### src/csr_pkg.sv
// Constants shared by the conversion start and reset controller.
// Assumes a 50 MHz pclk and APB access from a 32-bit master.
//
// Contract
// - Pin low longer than two-to-the-ninth modulator periods powers the device down.
// - Every falling edge of the power-down/reset pin resets, before any power-down.
// - Reset opcode acts on the eighth falling serial clock edge of its byte.
// - Reset takes 18 device clocks to restore defaults, then conversion cycle begins.
// - Writing a new value to main or respiration registers resets the filter.
// - Start pin low and no start opcode means halted, no data-ready fall.
// - Single-shot bit 7 of main configuration selects continuous or single-shot mode.
// - Start drives data-ready high; next falling edge marks first settled result.
// - Settling time per rate select code, 4100 down to 68 modulator periods.
// - Modulator period is 4 device clocks, or 16 with clock divider set.
// - After a step, the fourth data-ready pulse carries the first settled result.
// - Continuous conversions repeat until stop; conversion in progress is finished.
// - Start and stop opcodes act on the seventh falling serial clock edge.
// - Single-shot gives one conversion; data-ready stays low; no further conversions.
// - Each single-shot start resets the filter, quartering the effective rate.
// - Oscillator-by-pin plus clock output bit set lets this device feed others.
package csr_pkg;

   // Register byte addresses.
   localparam logic [7:0] ADDR_MAIN   = 8'h00;
   localparam logic [7:0] ADDR_RESP_A = 8'h04;
   localparam logic [7:0] ADDR_RESP_B = 8'h08;
   localparam logic [7:0] ADDR_CTRL   = 8'h0c;
   localparam logic [7:0] ADDR_STATUS = 8'h10;

   // Field positions.
   localparam int SS_BIT       = 7;
   localparam int RATE_LSB     = 0;
   localparam int CLKDIV_BIT   = 0;
   localparam int CLKOUT_BIT   = 1;
   localparam int ST_RESULT_READY_N_BIT  = 0;
   localparam int ST_CONV_BIT  = 1;
   localparam int ST_PDN_BIT   = 2;
   localparam int ST_INIT_BIT  = 3;
   localparam int ST_SETL_BIT  = 4;

   // Reset values.
   localparam logic [7:0] MAIN_RST   = 8'h02;
   localparam logic [7:0] RESP_A_RST = 8'h00;
   localparam logic [7:0] RESP_B_RST = 8'h02;
   localparam logic [1:0] CTRL_RST   = 2'h0;

   // Timing, in device clocks or modulator periods.
   localparam int          INIT_TCLK      = 18;
   localparam logic [4:0]  INIT_LOAD      = 5'(INIT_TCLK);
   localparam logic [3:0]  MOD_LEN_DIV0   = 4'h4;
   localparam logic [3:0]  MOD_LEN_DIV1   = 4'hf + 4'h1 - 4'h0;
   localparam int          PD_MOD_PERIODS = 512;
   localparam logic [12:0] RESULT_READY_N_LEAD      = 13'h004;
   localparam logic [12:0] SETTLE_OVH     = 13'h004;
   localparam logic [2:0]  SETTLED_PULSES = 3'h4;

   localparam logic [12:0] SETTLE_TAB [8] = '{
      13'h1004, 13'h0804, 13'h0404, 13'h0204,
      13'h0104, 13'h0084, 13'h0044, 13'h0044};

   typedef enum logic [1:0] {ST_PDN, ST_INIT, ST_IDLE, ST_CONV} csr_state_e;

endpackage : csr_pkg

### src/csr_ctrl.sv
// Conversion start, reset and power-down sequencing with an APB slave.
// Pins and opcode pulses arrive synchronous to pclk; the serial decoder
// pulses the opcode inputs on the proper falling serial clock edge.
module csr_ctrl
   import csr_pkg::*;
#(
   parameter int PD_MODS = PD_MOD_PERIODS,
   parameter int ADDR_W  = 12
) (
   // Clock and reset.
   input  wire logic              pclk,
   input  wire logic              presetn,
   // APB slave.
   input  wire logic              psel,
   input  wire logic              penable,
   input  wire logic              pwrite,
   input  wire logic [ADDR_W-1:0] paddr,
   input  wire logic [31:0]       pwdata,
   output logic [31:0]            prdata,
   output logic                   pready,
   output logic                   pslverr,
   // Device pins.
   input  wire logic              powerdown_reset_pin,
   input  wire logic              start_pin,
   input  wire logic              osc_source_pin,
   // Opcode and read events from the serial decoder.
   input  wire logic              cmd_reset_pulse,
   input  wire logic              cmd_start_pulse,
   input  wire logic              cmd_stop_pulse,
   input  wire logic              data_read_pulse,
   // Status outputs.
   output logic                   result_ready_n,
   output logic                   converting,
   output logic                   powered_down,
   output logic                   init_busy,
   output logic                   filter_reset,
   output logic                   clk_share_en
);

   if (PD_MODS < 1 || PD_MODS > 65534) begin : g_bad_pd
      $error("PD_MODS out of range");
   end
   if (ADDR_W < 8) begin : g_bad_addr
      $error("ADDR_W must be at least 8");
   end

   function automatic logic [12:0] settle_of(input logic [2:0] rate);
      settle_of = SETTLE_TAB[rate];
   endfunction : settle_of

   // Data period in modulator periods, one quarter of the settle payload.
   function automatic logic [12:0] period_of(input logic [2:0] rate);
      logic [12:0] s;
      s = SETTLE_TAB[rate] - SETTLE_OVH;
      period_of = {2'b00, s[12:2]};
   endfunction : period_of

   localparam logic [15:0] PD_LIM = 16'(PD_MODS);

   csr_state_e  state_q, state_d;
   logic [12:0] conv_q, conv_d;
   logic [4:0]  init_q, init_d;
   logic [15:0] pd_q;
   logic [3:0]  pre_q;
   logic [2:0]  nres_q, nres_d;
   logic        result_ready_n_q, result_ready_n_d;
   logic        ss_q, ss_d;
   logic        fr_d;
   logic        pin_prev_q, start_prev_q, cmd_run_q;
   logic [7:0]  main_q, resp_a_q, resp_b_q;
   logic [1:0]  ctrl_q;
   logic [31:0] prdata_q;
   logic        pready_q, pslverr_q;
   logic        fr_q, pdn_q, conv_o_q, init_o_q, share_q;

   // Bus decode.
   wire [7:0] a8        = paddr[7:0];
   wire       hi_zero   = (paddr >> 8) == '0;
   wire       hit_main  = hi_zero && a8 == ADDR_MAIN;
   wire       hit_ra    = hi_zero && a8 == ADDR_RESP_A;
   wire       hit_rb    = hi_zero && a8 == ADDR_RESP_B;
   wire       hit_ctrl  = hi_zero && a8 == ADDR_CTRL;
   wire       hit_st    = hi_zero && a8 == ADDR_STATUS;
   wire       hit_any   = hit_main | hit_ra | hit_rb | hit_ctrl | hit_st;
   wire       acc_wait  = psel & penable & ~pready_q;
   wire       acc_done  = psel & penable & pready_q;
   wire       regs_hold = state_q == ST_INIT || state_q == ST_PDN;
   wire       wr_ok     = acc_done & pwrite & ~regs_hold;
   wire [7:0] wbyte     = pwdata[7:0];
   wire       wr_main   = wr_ok & hit_main;
   wire       wr_ra     = wr_ok & hit_ra;
   wire       wr_rb     = wr_ok & hit_rb;
   wire       wr_ctrl   = wr_ok & hit_ctrl;

   // A rewrite of an unchanged value leaves the filter running.
   wire filt_wr = (wr_main & (wbyte != main_q)) |
                  (wr_ra & (wbyte != resp_a_q)) |
                  (wr_rb & (wbyte != resp_b_q));

   wire [7:0] status_w = 8'({(nres_q == SETTLED_PULSES), init_o_q,
                             pdn_q, conv_o_q, result_ready_n_q});
   wire [7:0] rd_byte  = hit_main ? main_q :
                         hit_ra   ? resp_a_q :
                         hit_rb   ? resp_b_q :
                         hit_ctrl ? {6'h00, ctrl_q} :
                         hit_st   ? status_w : 8'h00;

   // Sequencing events.
   wire       pin_fall  = pin_prev_q & ~powerdown_reset_pin;
   wire       reset_evt = pin_fall | cmd_reset_pulse;
   wire       pin_rise  = start_pin & ~start_prev_q;
   wire       start_evt = pin_rise | cmd_start_pulse;
   wire       run_req   = start_pin | cmd_run_q;
   wire [3:0] mod_len   = ctrl_q[CLKDIV_BIT] ? MOD_LEN_DIV1 : MOD_LEN_DIV0;
   wire       mod_tick  = pre_q == mod_len - 4'h1;
   wire       pd_hit    = pd_q > PD_LIM;
   wire [2:0] rate      = main_q[RATE_LSB +: 3];

   always_comb begin
      state_d = state_q;
      conv_d  = conv_q;
      init_d  = init_q;
      result_ready_n_d  = result_ready_n_q;
      ss_d    = ss_q;
      nres_d  = nres_q;
      fr_d    = filt_wr;
      unique case (state_q)
         ST_PDN: begin
            if (powerdown_reset_pin) begin
               state_d = ST_INIT;
               init_d  = INIT_LOAD;
            end
         end
         ST_INIT: begin
            result_ready_n_d = 1'b1;
            if (!powerdown_reset_pin && pd_hit) begin
               state_d = ST_PDN;
            end else if (!powerdown_reset_pin) begin
               init_d = INIT_LOAD;
            end else if (init_q == 5'h01) begin
               state_d = ST_IDLE;
               if (run_req) begin
                  state_d = ST_CONV;
                  conv_d  = settle_of(rate);
                  ss_d    = main_q[SS_BIT];
                  fr_d    = 1'b1;
                  nres_d  = 3'h0;
               end
            end else begin
               init_d = init_q - 5'h01;
            end
         end
         ST_IDLE: begin
            if (start_evt) begin
               state_d = ST_CONV;
               conv_d  = settle_of(rate);
               result_ready_n_d  = 1'b1;
               ss_d    = main_q[SS_BIT];
               fr_d    = 1'b1;
               nres_d  = 3'h0;
            end else if (data_read_pulse && !ss_q) begin
               result_ready_n_d = 1'b1;
            end
         end
         ST_CONV: begin
            if (pin_rise || filt_wr) begin
               conv_d = settle_of(rate);
               result_ready_n_d = 1'b1;
               fr_d   = 1'b1;
               ss_d   = main_q[SS_BIT];
               nres_d = 3'h0;
            end else if (mod_tick && conv_q == 13'h0001) begin
               result_ready_n_d = 1'b0;
               if (nres_q != SETTLED_PULSES) begin
                  nres_d = nres_q + 3'h1;
               end
               if (ss_q || !run_req) begin
                  state_d = ST_IDLE;
               end else begin
                  conv_d = period_of(rate);
               end
            end else begin
               if (mod_tick) begin
                  conv_d = conv_q - 13'h0001;
               end
               // Rising ahead of the result keeps every result an edge.
               if (!ss_q && mod_tick && conv_q == RESULT_READY_N_LEAD + 13'h0001) begin
                  result_ready_n_d = 1'b1;
               end
               if (!ss_q && data_read_pulse) begin
                  result_ready_n_d = 1'b1;
               end
            end
         end
      endcase
      if (reset_evt) begin
         state_d = ST_INIT;
         init_d  = INIT_LOAD;
         result_ready_n_d  = 1'b1;
         fr_d    = 1'b1;
      end
   end

   always_ff @(posedge pclk or negedge presetn) begin
      if (!presetn) begin
         state_q <= ST_INIT;
         conv_q  <= 13'h0000;
         init_q  <= INIT_LOAD;
         result_ready_n_q  <= 1'b1;
         ss_q    <= 1'b0;
         nres_q  <= 3'h0;
         fr_q    <= 1'b0;
      end else begin
         state_q <= state_d;
         conv_q  <= conv_d;
         init_q  <= init_d;
         result_ready_n_q  <= result_ready_n_d;
         ss_q    <= ss_d;
         nres_q  <= nres_d;
         fr_q    <= fr_d;
      end
   end

   // Edge history, opcode run flag, prescaler and power-down counter.
   always_ff @(posedge pclk or negedge presetn) begin
      if (!presetn) begin
         pin_prev_q   <= 1'b1;
         start_prev_q <= 1'b0;
         cmd_run_q    <= 1'b0;
         pre_q        <= 4'h0;
         pd_q         <= 16'h0000;
      end else begin
         pin_prev_q   <= powerdown_reset_pin;
         start_prev_q <= start_pin;
         // A start in the same cycle as a stop wins.
         cmd_run_q    <= reset_evt ? 1'b0 :
                         cmd_start_pulse ? 1'b1 :
                         cmd_stop_pulse ? 1'b0 : cmd_run_q;
         pre_q        <= mod_tick ? 4'h0 : pre_q + 4'h1;
         if (powerdown_reset_pin) begin
            pd_q <= 16'h0000;
         end else if (mod_tick && !pd_hit) begin
            pd_q <= pd_q + 16'h0001;
         end
      end
   end

   // Configuration is lost on every reset and must be rewritten.
   always_ff @(posedge pclk or negedge presetn) begin
      if (!presetn) begin
         main_q   <= MAIN_RST;
         resp_a_q <= RESP_A_RST;
         resp_b_q <= RESP_B_RST;
         ctrl_q   <= CTRL_RST;
      end else if (regs_hold || reset_evt) begin
         main_q   <= MAIN_RST;
         resp_a_q <= RESP_A_RST;
         resp_b_q <= RESP_B_RST;
         ctrl_q   <= CTRL_RST;
      end else begin
         if (wr_main) main_q <= wbyte;
         if (wr_ra) resp_a_q <= wbyte;
         if (wr_rb) resp_b_q <= wbyte;
         if (wr_ctrl) ctrl_q <= wbyte[1:0];
      end
   end

   // One wait state: data and error are prepared in the first access cycle.
   always_ff @(posedge pclk or negedge presetn) begin
      if (!presetn) begin
         prdata_q  <= 32'h0000_0000;
         pready_q  <= 1'b0;
         pslverr_q <= 1'b0;
         pdn_q     <= 1'b0;
         conv_o_q  <= 1'b0;
         init_o_q  <= 1'b1;
         share_q   <= 1'b0;
      end else begin
         prdata_q  <= acc_wait ? {24'h000000, rd_byte} : 32'h0000_0000;
         pready_q  <= acc_wait;
         pslverr_q <= acc_wait & ~hit_any;
         pdn_q     <= state_d == ST_PDN;
         conv_o_q  <= state_d == ST_CONV;
         init_o_q  <= state_d == ST_INIT;
         share_q   <= osc_source_pin & ctrl_q[CLKOUT_BIT];
      end
   end

   assign prdata         = prdata_q;
   assign pready         = pready_q;
   assign pslverr        = pslverr_q;
   assign result_ready_n = result_ready_n_q;
   assign converting     = conv_o_q;
   assign powered_down   = pdn_q;
   assign init_busy      = init_o_q;
   assign filter_reset   = fr_q;
   assign clk_share_en   = share_q;

   // Helper: cycles spent in the initialisation state before this one.
   logic [5:0] init_run_q;
   always_ff @(posedge pclk or negedge presetn) begin
      if (!presetn) begin
         init_run_q <= 6'h00;
      end else if (state_q == ST_INIT && powerdown_reset_pin && !reset_evt) begin
         init_run_q <= init_run_q + 6'h01;
      end else begin
         init_run_q <= 6'h00;
      end
   end
endmodule : csr_ctrl

### config.mk
export PLATFORM = sky130hd
export DESIGN_NAME = csr_ctrl
export DESIGN_NICKNAME = d
export VERILOG_FILES = /design/src/csr_pkg.sv /design/src/csr_ctrl.sv
export SDC_FILE = /design/constraint.sdc
export NUM_CORES = 1
export LEC_CHECK = 0
export CAP_MARGIN = 20
export CORE_MARGIN = 2
export CORE_UTILIZATION = 69
export DETAILED_ROUTE_END_ITERATION = 10
export DONT_BUFFER_PORTS = 1
export GPL_ROUTABILITY_DRIVEN = 0
export PLACE_DENSITY = 0.85
export SLEW_MARGIN = 20
export SYNTH_ARGS = -nofsm -noshare
export SYNTH_HDL_FRONTEND = slang
export SYNTH_SLANG_ARGS = --single-unit
### constraint.sdc
create_clock -name pclk -period 3.2 [get_ports pclk]
set_input_delay 0.16 -clock pclk [delete_from_list [all_inputs] [get_ports pclk]]
set_output_delay 0.16 -clock pclk [all_outputs]
set_load 0.005 [all_outputs]
==> reports/qor.txt, run 1 <==
Status -> complete, no violations
Leakage power -> 2.409 nW
Pre-CTS WS -> 0.7334 ns
Largest net degree at the start of global routing -> 90
Required time worst endpoint -> 3.50 ns
Final setup violation count -> 0
Final Cell Area -> 5435 µm²
Post-CTS Resized -> 0
Post-CTS Setup Bufs -> 0
Worst-case reg-to-reg path depth -> 7
CORE AREA -> 7253 µm²
Most common library cell in the layout ignoring fill and taps -> dfrtp_1
Layout Nets -> 610
Most Crowded Layer GR -> met2
Vias per Instance -> 6.190
PwrDens -> 357.9 nW/µm²
CTS tree -> yes
Hold path startpoint -> cmd_reset_pulse
Die Wd -> 90.76 µm
Startpoint types -> flop
CTS root buf -> clkbuf_8
Final HPWL DP -> 7.572 mm
Post-route DRC -> 0
Library cells used by synthesis -> 74
EDFF count, synth -> 0
Number of max-cap violations -> 0
Initial antenna violation count -> 0
Initial core utilization -> 0.7161
Arrival @ worst endpoint -> 2.78 ns
Peak supply drop -> 0.0003281 V
Max Clk Rate -> 0.4037 GHz
Final hold violation count -> 0
Setup TNS -> 0 ns
I/O pin count -> 96
Seq cells post-synth -> 89
Clock Tree Buf Depth -> 2
Vias in the first global route -> 3930
Minimum clock period after layout -> 2.477 ns
Fin crit share -> 0.7741
Worst hold path depth -> 2
Via Count -> 4011
WS Path Type -> flop to flop
Reg-to-reg endpoint -> conv_q[12]$_DFFE_PN0P_
Total CTS buffers -> 9
Most frequent cells in the layout -> dfrtp_1, nor2_1, mux2i_1
Routed wire length -> 11.16 mm
Mapped Area -> 5194 µm²
Area growth, synth to finish -> 4.649%
Yosys warns -> 0
Cell count after placement -> 616
First-pass GRT wire length -> 18.65 mm
Crit Path Max Fanout -> 12
Slew headroom -> 0.3722
Post-synthesis cell count -> 544
Die Footprint -> 8237 µm²
Pwr Total -> 1.946 mW
Fin cells -> 648
H-tree depth -> 3
Setup Skew -> 0.01239 ns
Rows -> 31
Placed Area -> 5076 µm²
Top FF cell, synth -> dfrtp_1
Sink Count -> 89
Global Route met2 Usage -> 0.4820
Critical Path End Type -> flop
Worst reg2reg path startpoint -> main_q[1]$_DFFE_PN1P_
Die Height -> 90.76 µm
Hold-fix buffers, CTS -> 17
Syn_area_per_cell -> 9.547 µm²
Clock Latency Late Sink -> 0.36 ns
PnR worst setup slack -> 0.7228 ns
Total iterations of the first detailed-routing run -> 5
Post-synthesis async set-or-reset flop share -> 1.000
Grt ovf -> 0
RSZ-0062 raised after global routing -> false
Clock slew at reported path FFs -> 0.08 ns
Avg WL per Cell -> 17.22 µm
Fin. max-slew vios -> 0
Share of cells above drive strength 1 -> 0.08561
Hold crit path type -> input pin to flop
GRT met1 Usage -> 0.3526
Iteration-0 DRC count of the detailed router -> 274
R2R Setup Slk -> 0.72 ns
Inserted Diodes -> 0
Sequential cell area fraction in the yosys report -> 0.4307
Global-route met3 utilization -> 0.07179
Worst-margin pin slew -> 0.9345 ns
Tot GR Track Use -> 0.2836
DRT antenna net count -> 0
Hold EP -> state_q[1]$_DFF_PN0_
Port Buffer Count -> 0
==> synthesized netlist by cell type, drive strengths merged (4+ instances only) <==
master  number  area (µm²)
nor4         8       65.06
xnor2       19       166.4
xor2        16       140.1
nor2b       10       62.56
or2          4       25.02
nand2       23       86.33
nand4       10       62.56
a21oi       26       130.1
buf         46       319.1
or4          4       33.78
mux2         4       45.04
dfstp        8       210.2
a31oi        6       37.54
nand2b       7       43.79
nor3        16       96.35
clkbuf       7       26.28
and3        11       75.07
and2         6       37.54
mux2i       28       280.3
o21a         5       37.54
inv         23       86.34
a222oi       5       50.05
dfrtp       81        2027
ha           9       112.6
nor2        70       265.3
o21ai       25       136.4
nand3       16       80.08
==> per-stage QoR <==
stage | hold slack [ns] | utilization
finish | 0.04447 | 0.7494
global route | 0.03993 | 0.7494
CTS | 0.02789 | 0.7494
detailed placement | -0.1337 | 0.6998
global placement | -0.1337 | 0.6998
floorplan | -0.1356 | -
==> logic make-up after synthesis <==
| group | Yosys count | synth area share |
|---|---|---|
| simple gates | 197 | 0.2007 |
| compound gates | 104 | 0.1390 |
| flops | 89 | 0.4307 |
| buf+inv | 77 | 0.08552 |
| xor+xnor | 35 | 0.05902 |
| mux | 32 | 0.06264 |
| fa+ha+maj | 9 | 0.02168 |
| other cells | 1 | 0.0007220 |
==> worst max-delay path: stages (launching register included) <==
cell	delay [ns]
dfstp_2	0.66
xnor2_1	0.15
nand4_1	0.14
o2111ai_1	0.38
nand4b_4	0.21
or2_1	0.39
o41ai_2	0.31
a22o_1	0.18
==> per-layer routing <==
metal | wire, µm | vias to the layer above
met4 | 184 | 0
li1 | - | 1878
met3 | 734 | 19
met5 | 0 | -
met1 | 4576 | 1959
met2 | 5663 | 155
==> layout make-up <==
class	count	area [µm²]
sequential	89	2237
tap	99	123.9
multi-input combinational	401	2599
clock inverter	4	30.03
inverter	23	86.33
fill	530	1818
timing repair buffer	21	217.7
clock buffer	11	141.4
==> worst max path at each step <==
stage | from | endpoint
after floorplan | pd_q[0]$_DFFE_PN0P_ | pd_q[6]$_DFFE_PN0P_
after global placement | main_q[1]$_DFFE_PN1P_ | conv_q[12]$_DFFE_PN0P_
after detailed placement | main_q[1]$_DFFE_PN1P_ | conv_q[12]$_DFFE_PN0P_
after CTS | main_q[1]$_DFFE_PN1P_ | conv_q[12]$_DFFE_PN0P_
after global routing | main_q[1]$_DFFE_PN1P_ | conv_q[12]$_DFFE_PN0P_
final | main_q[1]$_DFFE_PN1P_ | conv_q[12]$_DFFE_PN0P_
==> registers in the layout, indices dropped and copies added (netlist names), 2 cells and up <==
name / count
ctrl_q: 2
pd_q: 16
state_q: 2
prdata: 8
resp_b_q: 8
pre_q: 4
conv_q: 13
init_q: 5
nres_q: 3
main_q: 8
resp_a_q: 8
==> power breakdown <==
group          switching (mW)  internal, mW  total, mW
clock                   0.386         0.299      0.685
sequential            0.00724          1.13       1.14
combinational          0.0739        0.0452      0.119
No activity file was read; power rests on OpenSTA's default activity.
==> run 2, diff against run 1 <==
Settings changed: ABC_AREA set to 1, CORE_UTILIZATION 69 to 58, PLACE_DENSITY 0.85 to 0.76.
Clock period 3.2 ns to 2.2 ns, I/O delays scaled along.
==> run 2 against run 1 <==
Net effect: worst setup slack worse by 0.54 ns; clock power grew 97%; die area is 25% higher; critical path depth increased by 6; synthesized cell count grew 39%; utilization decreased by 10 points; worst hold slack worse by 0.028 ns; area after synthesis grew 5.9%; via count up 21%; sequential share of layout area fell by 3.8 points; non-clock buffer count up 7; total power increased by 79%.
==> reports/qor.txt, run 2 <==
Status -> complete, no violations
Worst-margin pin slew -> 0.5809 ns (-0.3536 ns)
Area growth, synth to finish -> 8.828%
Hold crit path type -> input pin to flop
RSZ-0062 raised after global routing -> false
Final hold violation count -> 0 (unchanged)
Port Buffer Count -> 0 (unchanged)
Yosys warns -> 0 (unchanged)
Grt ovf -> 0 (unchanged)
Sequential cell area fraction in the yosys report -> 0.4068 (-0.02391)
Setup TNS -> 0 ns (unchanged)
Minimum clock period after layout -> 2.014 ns (-0.4629 ns)
Number of max-cap violations -> 0 (unchanged)
Via Count -> 4858 (+21%)
Vias per Instance -> 5.333 (-14%)
Share of cells above drive strength 1 -> 0.09463 (+0.009019)
Inserted Diodes -> 0 (unchanged)
Setup Skew -> 0.01169 ns (-0.0007023 ns)
Seq cells post-synth -> 89 (unchanged)
Required time worst endpoint -> 2.47 ns (-1.03 ns)
Leakage power -> 2.978 nW (+24%)
Post-synth top cells -> nand2_1, inv_1, dfrtp_1
I/O pin count -> 96 (unchanged)
Max reg flops -> 16 (unchanged)
Largest registers -> pd_q x16, conv_q x13
Clock Power Share -> 0.388 (+0.036)
GRT met1 Usage -> 0.3474 (-0.005181)
Iteration-0 DRC count of the detailed router -> 388 (+42%)
Top-count cell post-synth -> nand2_1
Slew headroom -> 0.6113 (+0.2391)
PnR worst setup slack -> 0.1858 ns (-0.5371 ns)
Die Footprint -> 10280 µm² (+25%)
Most frequent CP cell -> nand2_1
Initial core utilization -> 0.5951 (-0.1209)
Initial antenna violation count -> 0 (unchanged)
CP max-delay cell -> dfstp_2
Most common library cell in the layout ignoring fill and taps -> nand2_1
Library cells used by synthesis -> 43 (-42%)
Final setup violation count -> 0 (unchanged)
Clock Latency Late Sink -> 0.37 ns (about the same)
CTS root buf -> clkbuf_8
Arrival @ worst endpoint -> 2.28 ns (-0.50 ns)
Top FF cell, synth -> dfrtp_1
Top reg by flops -> pd_q
Yosys top cell area share -> 0.3686 (-0.02167)
Routed wire length -> 12.56 mm (+13%)
Crit Path Max Fanout -> 18 (+6)
Rows -> 35 (+13%)
Final Cell Area -> 5984 µm² (+10%)
Clock Tree Buf Depth -> 2 (unchanged)
Total CTS buffers -> 9 (unchanged)
Syn_area_per_cell -> 7.283 µm² (-24%)
WS Path Type -> flop to flop
Final HPWL DP -> 8.763 mm (+16%)
Dominant cells by area after synthesis -> dfrtp_1, nand2_1, inv_1
Startpoint types -> flop
Max stage delay on crit path -> 0.62 ns (-0.04 ns)
Logic gate share of total power -> 0.118 (+0.057)
Total iterations of the first detailed-routing run -> 5 (unchanged)
P_sw -> 890.1 µW (+91%)
Peak supply drop -> 0.0004083 V (+24%)
Most Crowded Layer GR -> met2
Mapped Area -> 5499 µm² (+5.9%)
Placed Area -> 5527 µm² (+8.9%)
First-pass GRT wire length -> 20.95 mm (+12%)
CTS tree -> yes
Avg WL per Cell -> 13.78 µm (-20%)
EDFF count, synth -> 0 (unchanged)
Switching share of power -> 0.2552 (+0.01517)
DRT antenna net count -> 0 (unchanged)
Critical Path End Type -> flop
Fin. max-slew vios -> 0 (unchanged)
CP cell instances -> nand2_1 -> nand2_1 -> nand2_1 -> nor2_1 -> nand2_1 -> nand2_2 -> nand3_4 -> nor2_4 -> nand2_4 -> nand2_8 -> nand2_4 -> nand2_1 -> nand2_1
Power share of the sequential group -> 0.494 (-0.093)
Vias in the first global route -> 4534 (+15%)
Cell taking the most area after synthesis -> dfrtp_1
Internal power -> 2.597 mW (+76%)
Max Clk Rate -> 0.4965 GHz (+23%)
Pre-CTS WS -> 0.1188 ns (-0.6146 ns)
H-tree depth -> 3 (unchanged)
Fin crit share -> 0.9156 (+0.1414)
CP bufs+invs -> 0 (unchanged)
Layout Nets -> 842 (+38%)
Largest net degree at the start of global routing -> 90 (unchanged)
Tot GR Track Use -> 0.2587 (-0.02486)
Die Height -> 101.4 µm (+12%)
Clock slew at reported path FFs -> 0.09 ns (about the same)
PwrDens -> 582.7 nW/µm² (+63%)
Global-route met3 utilization -> 0.05038 (-0.02141)
CORE AREA -> 9240 µm² (+27%)
Post-synthesis cell count -> 755 (+39%)
CP top delay family -> simple AND/OR/NAND/NOR gates
Global Route met2 Usage -> 0.4264 (-0.05558)
Sink Count -> 89 (unchanged)
Most frequent cells in the layout -> nand2_1, inv_1, dfrtp_1
Post-route DRC -> 0 (unchanged)
Post-synthesis async set-or-reset flop share -> 1.000 (unchanged)
Die Wd -> 101.4 µm (+12%)
run 2: metal layers:
| metal | vias up | share of wire |
|---|---|---|
| met5 | - | 0 |
| met4 | 0 | 0.013 |
| met3 | 14 | 0.064 |
| met2 | 179 | 0.47 |
| met1 | 2265 | 0.45 |
| li1 | 2400 | - |
run 2: per-stage QoR:
stage / util / total power, mW / cells / hold WS, ns
4_1_cts: 0.6450 / 3.508 / 909 / 0.002308
3_3_place_gp: 0.5981 / 2.072 / 875 / -0.1836
5_1_grt: 0.6477 / 3.645 / 911 / 0.02592
3_5_place_dp: 0.5981 / 2.083 / 875 / -0.1833
6_report: 0.6477 / 3.487 / 911 / 0.01633
2_1_floorplan: - / 2.052 / 778 / -0.1856
run 2: layout make-up:
cell class | count | area (µm²)
clock buffer | 11 | 131.4
tap | 129 | 161.4
sequential | 89 | 2238
clock inverter | 5 | 103.9
multi-input combinational | 545 | 2686
timing repair buffer | 28 | 272.8
inverter | 104 | 390.4
fill | 775 | 3256
run 2: kinds of logic (layout without fill, tap and decap cells):
family,count (synthesis),in the layout,share of synthesized area
adders and majority gates,9,9,0.02048
other,1,24,0.0006819
buffers and inverters,144,148,0.1220
DFF,89,89,0.4068
and+or+nand+nor,389,389,0.3147
AOI/OAI and AO/OA,101,101,0.1003
xor gates and xnor gates,22,22,0.03504
run 2: path summary, 6_finish.rpt:
kind                                             from               endpoint  slack [ns]  cells after the start
max in group asynchronous                     presetn  init_q[1]$_DFFE_PN1P_        1.52                      2
worst min register to register     pre_q[0]$_DFF_PN0_     pre_q[0]$_DFF_PN0_        0.47                      1
worst max register to register  main_q[1]$_DFFE_PN1P_  conv_q[6]$_DFFE_PN0P_        0.19                     13
min in group asynchronous                     presetn    prdata[5]$_DFF_PN0_        0.31                      2
worst max-delay path            main_q[1]$_DFFE_PN1P_  conv_q[6]$_DFFE_PN0P_        0.19                     13
worst min-delay path                             psel       pready$_DFF_PN0_        0.02                      2
run 2: power by group through the flow:
| stage | registers [mW] | clock network [mW] | logic, mW |
|---|---|---|---|
| 2_1_floorplan | 1.74 | 0 | 0.310 |
| 3_3_place_gp | 1.75 | 0 | 0.321 |
| 3_5_place_dp | 1.75 | 0 | 0.331 |
| 4_1_cts | 1.72 | 1.38 | 0.403 |
| 5_1_grt | 1.73 | 1.45 | 0.470 |
| 6_report | 1.72 | 1.35 | 0.411 |
run 2: what timing repair did:
| action | CTS | global route |
|---|---|---|
| setup buffers | 0 | 2 |
| gates resized for setup | 0 | 2 |
| hold endpoints to repair | 132 | 0 |
| hold buffers | 18 | 0 |
| endpoints found under the setup margin | 0 | 15 |
